## src/rtl/fdcfg_consts.svh

```systemverilog
// fdcfg_consts.svh: indices, field positions, reset values and masks of the
// floppy logical device configuration bank.
// assumes it is included by its bare name; guarded against double inclusion.
//
// What this block does
// - only power-on/hard reset restores defaults; soft keeps
// - mode bit 0 selects normal or enhanced mode
// - mode bit 1: 0 burst, 1 non-burst DMA
// - mode bits 3:2 select interface personality
// - mode bit 6: open drain or push-pull floppy pins
// - mode bit 7 tri-states; parallel pins unaffected
// - option bit 0 forces write protect when selected
// - write protect is OR of four terms
// - forced write protect also on parallel-port pins
// - option bits 3:2 force or pass density
// - type register stores four two-bit drive types
// - reserved index reads zero, ignores writes
// - per-drive type, rate fields; bits 2,5,7 zero
// - per-drive bit 6 disables write precompensation
// - second per-drive register same, for drive one
// - drive zero boots; exactly two drives
`ifndef FDCFG_CONSTS_SVH
`define FDCFG_CONSTS_SVH

////////////////////////////////////////////////////////////////////////////////
// register indices behind the data port
`define FDCFG_IDX_MODE    8'hF0
`define FDCFG_IDX_OPTION  8'hF1
`define FDCFG_IDX_TYPE    8'hF2
`define FDCFG_IDX_RSVD    8'hF3
`define FDCFG_IDX_DRV0    8'hF4
`define FDCFG_IDX_DRV1    8'hF5

////////////////////////////////////////////////////////////////////////////////
// reset values
`define FDCFG_MODE_RST    8'h0E
`define FDCFG_OPTION_RST  8'h00
`define FDCFG_TYPE_RST    8'hFF
`define FDCFG_DRV_RST     8'h00
`define FDCFG_INDEX_RST   8'h00

////////////////////////////////////////////////////////////////////////////////
// mode register fields
`define FDCFG_MODE_ENH    0
`define FDCFG_MODE_DMA    1
`define FDCFG_MODE_IFM_LO 2
`define FDCFG_MODE_IFM_HI 3
`define FDCFG_MODE_PP     6
`define FDCFG_MODE_TRI    7

// option register fields
`define FDCFG_OPT_FWP     0
`define FDCFG_OPT_DEN_LO  2
`define FDCFG_OPT_DEN_HI  3
`define FDCFG_DEN_HIGH    2'h2
`define FDCFG_DEN_LOW     2'h3

// type register fields
`define FDCFG_TYPE_A_LO   0
`define FDCFG_TYPE_A_HI   1
`define FDCFG_TYPE_B_LO   2
`define FDCFG_TYPE_B_HI   3

// per-drive register fields
`define FDCFG_DRV_DT_LO   0
`define FDCFG_DRV_DT_HI   1
`define FDCFG_DRV_DRT_LO  3
`define FDCFG_DRV_DRT_HI  4
`define FDCFG_DRV_PTS     6
`define FDCFG_DRV_MASK    8'h5B

////////////////////////////////////////////////////////////////////////////////
// pin bundle width and boot drive
`define FDCFG_NPINS       8
`define FDCFG_BOOT_DRIVE  1'h0

`endif

```

## src/rtl/fdcfg_pkg.sv

```systemverilog
// fdcfg_pkg: state types of the floppy configuration bank and its helpers.
// assumes fdcfg_consts.svh is on the include path.
`include "fdcfg_consts.svh"

package fdcfg_pkg;

  // whole state of the register bank
  typedef struct packed {
    logic [7:0] index;
    logic [7:0] mode;
    logic [7:0] option;
    logic [7:0] dtype;
    logic [7:0] drv0;
    logic [7:0] drv1;
    logic [7:0] rdata;
    logic       rvalid;
    logic       density;
  } fdcfg_regs_s;

  // write protect combiner state
  typedef struct packed {
    logic [2:0] sync;
    logic       wp_n_filt;
    logic       wp_n_out;
  } fdcfg_wp_s;

  // pin driver state
  typedef struct packed {
    logic [`FDCFG_NPINS-1:0] out;
    logic [`FDCFG_NPINS-1:0] oe;
  } fdcfg_pin_s;

endpackage : fdcfg_pkg

```

## src/rtl/fdcfg_wp_comb.sv

```systemverilog
// fdcfg_wp_comb: combined write protect toward the controller core.
// assumes wp_pin_n comes from a pin; drive selects and control bits come
// from logic on clk.
module fdcfg_wp_comb (
  // clock and reset
  input  wire logic clk,
  input  wire logic rst,
  // drive side
  input  wire logic wp_pin_n,
  input  wire logic ds0_n,
  input  wire logic ds1_n,
  // control
  input  wire logic force_wp,
  input  wire logic global_wp,
  // to core
  output logic      write_protect_n
);
  import fdcfg_pkg::*;

  fdcfg_wp_s r;
  fdcfg_wp_s next_r;

  // pin sync, agreement filter and the four-term or
  always_comb begin
    next_r         = r;
    next_r.sync[0] = wp_pin_n;
    next_r.sync[1] = r.sync[0];
    next_r.sync[2] = r.sync[1];
    if (r.sync[1] == r.sync[2]) begin
      next_r.wp_n_filt = r.sync[2];
    end
    next_r.wp_n_out = ~(global_wp | ~r.wp_n_filt |
                        (~ds0_n & force_wp) | (~ds1_n & force_wp));
  end

  // state register, inactive levels at reset
  always_ff @(posedge clk) begin
    if (rst) begin
      r <= '{sync: 3'h7, wp_n_filt: 1'h1, wp_n_out: 1'h1};
    end else begin
      r <= next_r;
    end
  end

  assign write_protect_n = r.wp_n_out;

endmodule : fdcfg_wp_comb

```

## src/rtl/fdcfg_pin_drv.sv

```systemverilog
// fdcfg_pin_drv: registered driver for a bundle of controller output pins.
// assumes the pad works out the wire from out and oe; oe high drives.
`include "fdcfg_consts.svh"
module fdcfg_pin_drv (
  // clock and reset
  input  wire logic                    clk,
  input  wire logic                    rst,
  // control
  input  wire logic                    active,
  input  wire logic                    push_pull_driver,
  // core values
  input  wire logic [`FDCFG_NPINS-1:0] core_out,
  // pad side
  output logic      [`FDCFG_NPINS-1:0] pin_out,
  output logic      [`FDCFG_NPINS-1:0] pin_oe
);
  import fdcfg_pkg::*;

  fdcfg_pin_s              r;
  fdcfg_pin_s              next_r;
  logic [`FDCFG_NPINS-1:0] nxt_out;
  logic [`FDCFG_NPINS-1:0] nxt_oe;

  // per pin: open drain only pulls low, push-pull drives both levels
  for (genvar i = 0; i < `FDCFG_NPINS; i++) begin : g_pin
    assign nxt_out[i] = push_pull_driver & core_out[i];
    assign nxt_oe[i]  = active & (push_pull_driver | ~core_out[i]);
  end

  // next state
  always_comb begin
    next_r     = r;
    next_r.out = nxt_out;
    next_r.oe  = nxt_oe;
  end

  // state register, pins released at reset
  always_ff @(posedge clk) begin
    if (rst) begin
      r <= '{out: '0, oe: '0};
    end else begin
      r <= next_r;
    end
  end

  assign pin_out = r.out;
  assign pin_oe  = r.oe;

endmodule : fdcfg_pin_drv

```

## src/rtl/fdcfg_config_regs.sv

```systemverilog
// fdcfg_config_regs: floppy logical device configuration bank behind the
// configuration index/data port pair, with write protect and pin control.
// assumes port decode and logical device selection are done outside;
// rst is the power-on or hard reset, soft_rst the soft reset.
`include "fdcfg_consts.svh"
module fdcfg_config_regs (
  // clock and resets
  input  wire logic                    clk,
  input  wire logic                    rst,
  input  wire logic                    soft_rst,
  // configuration port
  input  wire logic                    io_wr,
  input  wire logic                    io_rd,
  input  wire logic                    io_data_sel,
  input  wire logic [7:0]              io_wdata,
  input  wire logic                    ldev_active,
  output logic      [7:0]              io_rdata,
  output logic                         io_rvalid,
  // mode outputs
  output logic                         enhanced_mode,
  output logic                         non_burst_dma,
  output logic      [1:0]              interface_mode,
  // drive settings
  output logic      [1:0]              drive_type_a,
  output logic      [1:0]              drive_type_b,
  output logic      [1:0]              drive0_type_select,
  output logic      [1:0]              drive0_rate_table_select,
  output logic                         drive0_precomp_off,
  output logic      [1:0]              drive1_type_select,
  output logic      [1:0]              drive1_rate_table_select,
  output logic                         drive1_precomp_off,
  output logic                         boot_drive,
  // write protect, floppy pins
  input  wire logic                    write_protect_n_input,
  input  wire logic                    drive_select0_n,
  input  wire logic                    drive_select1_n,
  input  wire logic                    floppy_write_protect,
  output logic                         core_write_protect_n,
  output logic                         status_register_a_wp,
  // write protect, parallel-port pins
  input  wire logic                    pp_write_protect_n_input,
  input  wire logic                    pp_drive_select0_n,
  input  wire logic                    pp_drive_select1_n,
  output logic                         pp_core_write_protect_n,
  // density
  input  wire logic                    core_density,
  output logic                         density_out,
  // controller output pins
  input  wire logic [`FDCFG_NPINS-1:0] core_pin_out,
  output logic      [`FDCFG_NPINS-1:0] fdc_pin_out,
  output logic      [`FDCFG_NPINS-1:0] fdc_pin_oe,
  // floppy outputs routed over the parallel port
  input  wire logic                    pp_route_en,
  input  wire logic [`FDCFG_NPINS-1:0] pp_core_pin_out,
  output logic      [`FDCFG_NPINS-1:0] pp_pin_out,
  output logic      [`FDCFG_NPINS-1:0] pp_pin_oe
);
  import fdcfg_pkg::*;

  fdcfg_regs_s r;
  fdcfg_regs_s next_r;
  logic        wr_data;
  logic        rd_data;
  logic [7:0]  data_view;
  logic        push_pull_driver;
  logic        open_drain_driver;
  logic        fdc_active;

  //////////////////////////////////////////////////////////////////////////////
  // access decode: data port writes only count while this device is selected
  assign wr_data = io_wr & io_data_sel & ldev_active;
  assign rd_data = io_rd & io_data_sel;

  // data port read view, unmapped indices and other devices read zero
  always_comb begin
    data_view = 8'h00;
    if (ldev_active) begin
      case (r.index)
        `FDCFG_IDX_MODE:   data_view = r.mode;
        `FDCFG_IDX_OPTION: data_view = r.option;
        `FDCFG_IDX_TYPE:   data_view = r.dtype;
        `FDCFG_IDX_RSVD:   data_view = 8'h00;
        `FDCFG_IDX_DRV0:   data_view = r.drv0 & `FDCFG_DRV_MASK;
        `FDCFG_IDX_DRV1:   data_view = r.drv1 & `FDCFG_DRV_MASK;
        default:           data_view = 8'h00;
      endcase
    end
  end

  //////////////////////////////////////////////////////////////////////////////
  // next state: index latch, register writes, read capture, density
  always_comb begin
    next_r        = r;
    next_r.rvalid = 1'b0;
    if (io_wr && !io_data_sel) begin
      next_r.index = io_wdata;
    end
    if (wr_data) begin
      case (r.index)
        `FDCFG_IDX_MODE:   next_r.mode   = io_wdata;
        `FDCFG_IDX_OPTION: next_r.option = io_wdata;
        `FDCFG_IDX_TYPE:   next_r.dtype  = io_wdata;
        `FDCFG_IDX_DRV0:   next_r.drv0   = io_wdata & `FDCFG_DRV_MASK;
        `FDCFG_IDX_DRV1:   next_r.drv1   = io_wdata & `FDCFG_DRV_MASK;
        default:           next_r.index  = r.index;
      endcase
    end
    // soft reset only drops the index, the bank itself is kept; it comes
    // after the write branches so that none of them can restore the old index over it
    if (soft_rst) begin
      next_r.index = `FDCFG_INDEX_RST;
    end
    if (io_rd) begin
      next_r.rvalid = 1'b1;
      next_r.rdata  = io_data_sel ? data_view : r.index;
    end
    // density: forced high, forced low, or passed through
    case (r.option[`FDCFG_OPT_DEN_HI:`FDCFG_OPT_DEN_LO])
      `FDCFG_DEN_HIGH: next_r.density = 1'b1;
      `FDCFG_DEN_LOW:  next_r.density = 1'b0;
      default:         next_r.density = core_density;
    endcase
  end

  // bank register; only rst restores defaults
  always_ff @(posedge clk) begin
    if (rst) begin
      r <= '{index:   `FDCFG_INDEX_RST,
             mode:    `FDCFG_MODE_RST,
             option:  `FDCFG_OPTION_RST,
             dtype:   `FDCFG_TYPE_RST,
             drv0:    `FDCFG_DRV_RST,
             drv1:    `FDCFG_DRV_RST,
             rdata:   8'h00,
             rvalid:  1'b0,
             density: 1'b0};
    end else begin
      r <= next_r;
    end
  end

  //////////////////////////////////////////////////////////////////////////////
  // register field outputs
  assign io_rdata       = r.rdata;
  assign io_rvalid      = r.rvalid;
  assign enhanced_mode  = r.mode[`FDCFG_MODE_ENH];
  assign non_burst_dma  = r.mode[`FDCFG_MODE_DMA];
  assign interface_mode = r.mode[`FDCFG_MODE_IFM_HI:`FDCFG_MODE_IFM_LO];
  assign drive_type_a   = r.dtype[`FDCFG_TYPE_A_HI:`FDCFG_TYPE_A_LO];
  assign drive_type_b   = r.dtype[`FDCFG_TYPE_B_HI:`FDCFG_TYPE_B_LO];
  assign density_out    = r.density;

  // per-drive fields, two drives only
  assign drive0_type_select       = r.drv0[`FDCFG_DRV_DT_HI:`FDCFG_DRV_DT_LO];
  assign drive0_rate_table_select = r.drv0[`FDCFG_DRV_DRT_HI:`FDCFG_DRV_DRT_LO];
  assign drive0_precomp_off       = r.drv0[`FDCFG_DRV_PTS];
  assign drive1_type_select       = r.drv1[`FDCFG_DRV_DT_HI:`FDCFG_DRV_DT_LO];
  assign drive1_rate_table_select = r.drv1[`FDCFG_DRV_DRT_HI:`FDCFG_DRV_DRT_LO];
  assign drive1_precomp_off       = r.drv1[`FDCFG_DRV_PTS];
  assign boot_drive               = `FDCFG_BOOT_DRIVE;

  //////////////////////////////////////////////////////////////////////////////
  // write protect toward the core, once for each pin route
  fdcfg_wp_comb u_wp_fdc (
    .clk             (clk),
    .rst             (rst),
    .wp_pin_n        (write_protect_n_input),
    .ds0_n           (drive_select0_n),
    .ds1_n           (drive_select1_n),
    .force_wp        (r.option[`FDCFG_OPT_FWP]),
    .global_wp       (floppy_write_protect),
    .write_protect_n (core_write_protect_n)
  );

  // parallel-port route sees the same force
  fdcfg_wp_comb u_wp_pp (
    .clk             (clk),
    .rst             (rst),
    .wp_pin_n        (pp_write_protect_n_input),
    .ds0_n           (pp_drive_select0_n),
    .ds1_n           (pp_drive_select1_n),
    .force_wp        (r.option[`FDCFG_OPT_FWP]),
    .global_wp       (floppy_write_protect),
    .write_protect_n (pp_core_write_protect_n)
  );

  // status register a reports the combined write protect
  assign status_register_a_wp = ~core_write_protect_n;

  //////////////////////////////////////////////////////////////////////////////
  // output pin drivers; mode bits 6 and 7 reach only the floppy pins
  assign push_pull_driver  = r.mode[`FDCFG_MODE_PP];
  assign open_drain_driver = ~push_pull_driver;
  assign fdc_active        = ~r.mode[`FDCFG_MODE_TRI];

  fdcfg_pin_drv u_pins_fdc (
    .clk              (clk),
    .rst              (rst),
    .active           (fdc_active),
    .push_pull_driver (push_pull_driver),
    .core_out         (core_pin_out),
    .pin_out          (fdc_pin_out),
    .pin_oe           (fdc_pin_oe)
  );

  // parallel-port route: always push-pull, enabled by the route alone
  fdcfg_pin_drv u_pins_pp (
    .clk              (clk),
    .rst              (rst),
    .active           (pp_route_en),
    .push_pull_driver (1'b1),
    .core_out         (pp_core_pin_out),
    .pin_out          (pp_pin_out),
    .pin_oe           (pp_pin_oe)
  );
endmodule : fdcfg_config_regs

```

## config.mk

```make
export PLATFORM = sky130hd
export DESIGN_NAME = fdcfg_config_regs
export DESIGN_NICKNAME = d
export VERILOG_FILES = /design/src/rtl/fdcfg_pkg.sv /design/src/rtl/fdcfg_wp_comb.sv /design/src/rtl/fdcfg_pin_drv.sv /design/src/rtl/fdcfg_config_regs.sv
export VERILOG_INCLUDE_DIRS = /design/src /design/src/rtl
export SDC_FILE = /design/constraint.sdc
export NUM_CORES = 1
export LEC_CHECK = 0
export BUFFER_PORTS_ARGS = -buffer_cell sky130_fd_sc_hd__buf_2
export CORE_ASPECT_RATIO = 1.5
export CORE_MARGIN = 2
export CORE_UTILIZATION = 47
export CTS_CLUSTER_DIAMETER = 30
export DETAILED_ROUTE_END_ITERATION = 8
export PLACE_DENSITY = 0.81
export SLEW_MARGIN = 20
export SYNTH_ARGS = -nofsm -noshare
export SYNTH_HDL_FRONTEND = slang
export SYNTH_SLANG_ARGS = --single-unit
```

## constraint.sdc

```tcl
create_clock -name clk -period 1.4 [get_ports clk]
set_input_delay 0.28 -clock clk [delete_from_list [all_inputs] [get_ports clk]]
set_output_delay 0.28 -clock clk [all_outputs]
set_load 0.01 [all_outputs]
```

==> reports/metrics.cfg <==
[clock_network]
clk_path_buf_depth = 2
htreeDepth = 3
clk_pin_slew_ns = 0.06
cts_buffers = 9
cts_tree = yes
clk_latency_ns = 0.34
clkSinkCount = 87
hold_buffers = 0
cts_root_buffer = clkbuf_16

[critical_path]
cpPeakStageDelay_ns = 0.36
slowest_stage = dfxtp_4
cp_cell_sequence = buf_12, nor4b_4, buf_4, nand4_4, nor2_1, a211o_1
required_ns = 1.68
worstPathArrival_ns = 1.81
critPathMaxFanout = 8
crit_buf_inv = 2
crit_type = reg2reg
crit_family = simple AND/OR/NAND/NOR gates
start_kind = flop
critPathCaptureType = flop

[drt]
routed_via_density = 5.05
post-route-drc-count = 0
antenna_left = 0
routed_wl_um = 8570
wl_per_cell_um = 14.7
vias = 2940
dr.pass1.iters = 4
drtIter0Drc = 175

[floorplan]
die_x_um = 75.8
fp.coreArea_um2 = 7560
start_util_pct = 48.0
std_cell_rows = 39
die_h_um = 112
die_area_um2 = 8460
io_pins = 104

[sta]
hold-worst-slack_ns = 0.124
finalCritPeriodShare_pct = 109
hold_viol_final = 0
fmax_mhz = 656
finalSetupViolations = 26
finalCriticalPeriod_ns = 1.52
fin_ws_ns = -0.124
finClkSkew_ns = 0.00565
rsz0062_at_grt = true
maxSlewViolCount = 0

[synthesis]
syn_inst = 377
syn_area_um2 = 3630
synth.avg_cell_area_um2 = 9.63
ys_ff_latch = 87
ys_types = 38
synthArstFlopShare_pct = 0
ys_warn_count = 0
ys.flop_type = dfxtp_1
synth_fp_nets = 417
synth_edf_count = 0
synth_seq_area_share_pct = 48.0

[global_routing]
grtUsageTotal_pct = 21.1
overflow = 0
antenna_found_initial = 0
grt_max_degree = 24
grt_pass1_vias = 2923
grt_pass1_wl_um = 13500

[power]
leakage_nw = 2.20
ir_drop_mv = 0.827
cellPowerDensity_nw_per_um2 = 1130
power.total_mw = 5.25

[placed_design]
hpwl_um = 6130
portBuffers = 102
routabilityCongestion = 0.867
dpl_cell_area_um2 = 4160
dp_cells = 557

[cells_and_area]
diodes = 0
final_area_um2 = 4650
drive_above_1_share_pct = 40.6
nets = 515
final_util_pct = 61.5
stdcell_count = 582
final_cell_mix = buf_2 (102), dfxtp_1 (83), nor2_1 (50)
layout_commonest_cell = buf_2
area_growth_pct = 28.0
fill_cells = 613

[job]
maxCapViolCount = 0

[run_status]
outcome = finished, violations left
violations = negative setup slack

[hold_path]
min_path_type = in2reg

worst register-to-register path: stages, from the launching register on:
cell and delay (ns):
dfxtp_4 0.36, buf_12 0.14, nor4b_4 0.31, buf_4 0.20, nand4_4 0.20, nor2_1 0.16
a211o_1 0.10
power breakdown:
group	leakage, nW	total, mW	switching, mW	internal, mW
logic	1.35	0.381	0.206	0.176
clock network	0.146	2.32	0.903	1.42
registers	0.712	2.55	0.0242	2.52
cell usage after synthesis (4+ instances only):
library cell  count  area share, %
a22oi_1           5            1.0
or2_2             8            1.4
nor2b_1          12            2.1
nand3_1           6           0.83
dfxtp_1          87             48
buf_4            31            6.4
a22o_1            5            1.2
a211o_1          11            2.7
and2_1            8            1.4
clkbuf_1          8           0.83
inv_1            15            1.6
nor2_1           57            5.9
buf_6             4            1.2
a21oi_1          21            2.9
o22ai_1           5           0.86
mux2i_1          37             10
buf_2             7           0.96
o21ai_0           8            1.1
nand2_1          10            1.0
worst paths after layout:
check	startpoint	endpoint	slack, ns	cells past startpoint
hold reg to reg	u_wp_pp.next_r[3]$_SDFF_PP1_	u_wp_pp.next_r[4]$_SDFF_PP1_	0.41	1
setup reg to reg	r[50]$_SDFFE_PP0P_	r[33]$_SDFFE_PP1P_	-0.12	6
setup / recovery	r[50]$_SDFFE_PP0P_	r[33]$_SDFFE_PP1P_	-0.12	6
hold / removal	core_pin_out[2]	u_pins_fdc.pin_oe[2]$_SDFF_PP0_	0.12	2
area by class of cell:
type                            instances  area, um2  area share (%)
Clock buffer                           12        246            5.30
Clock inverter                          4       45.0           0.969
Inverter                               16       60.1            1.29
Multi-Input combinational cell        222       1560            33.6
Sequential cell                        87       1750            37.7
Tap cell                              102        128            2.74
Timing Repair Buffer                  139        852            18.3
through the flow:
stage,TNS (ns),setup WS (ns)
after global placement,-1.60,-0.106
after detailed placement,-3.08,-0.160
final,-1.40,-0.124
after floorplan,-0.0320,-0.0111
after global routing,-3.57,-0.199
after CTS,-1.48,-0.0776
flip-flops by register name, indices dropped and copies added (netlist names), 2 cells and up:
name,flops
drive0_rate_table_select,2
u_pins_fdc.pin_oe,8
drive_type_b,2
io_rdata,8
u_wp_fdc.r,2
u_wp_fdc.next_r,2
drive_type_a,2
u_wp_pp.next_r,2
u_pins_fdc.pin_out,8
drive0_type_select,2
u_pins_pp.pin_out,8
drive1_rate_table_select,2
r,23
u_wp_pp.r,2
interface_mode,2
drive1_type_select,2
logic make-up after synthesis:
kind of cell,synth area share (%)
flip-flops,48.0
AND/OR/NAND/NOR,18.4
AO/OA/AOI/OAI,11.4
buffers and inverters,12.0
other,0.103
multiplexers,10.2
layer usage:
| layer | wire [um] | track usage, % |
|---|---|---|
| met4 | 299 | 13.0 |
| met3 | 491 | 5.43 |
| met5 | 0 | 0 |
| met2 | 4580 | 35.7 |
| met1 | 3200 | 22.4 |
what timing repair did:
item	4_1_cts	5_1_grt
gates cloned	2	0
resized for setup	15	21
pin swaps	10	21
buffers inserted	4	3
endpoints found under the setup margin	42	42
No activity file was read; power rests on OpenSTA's default activity.
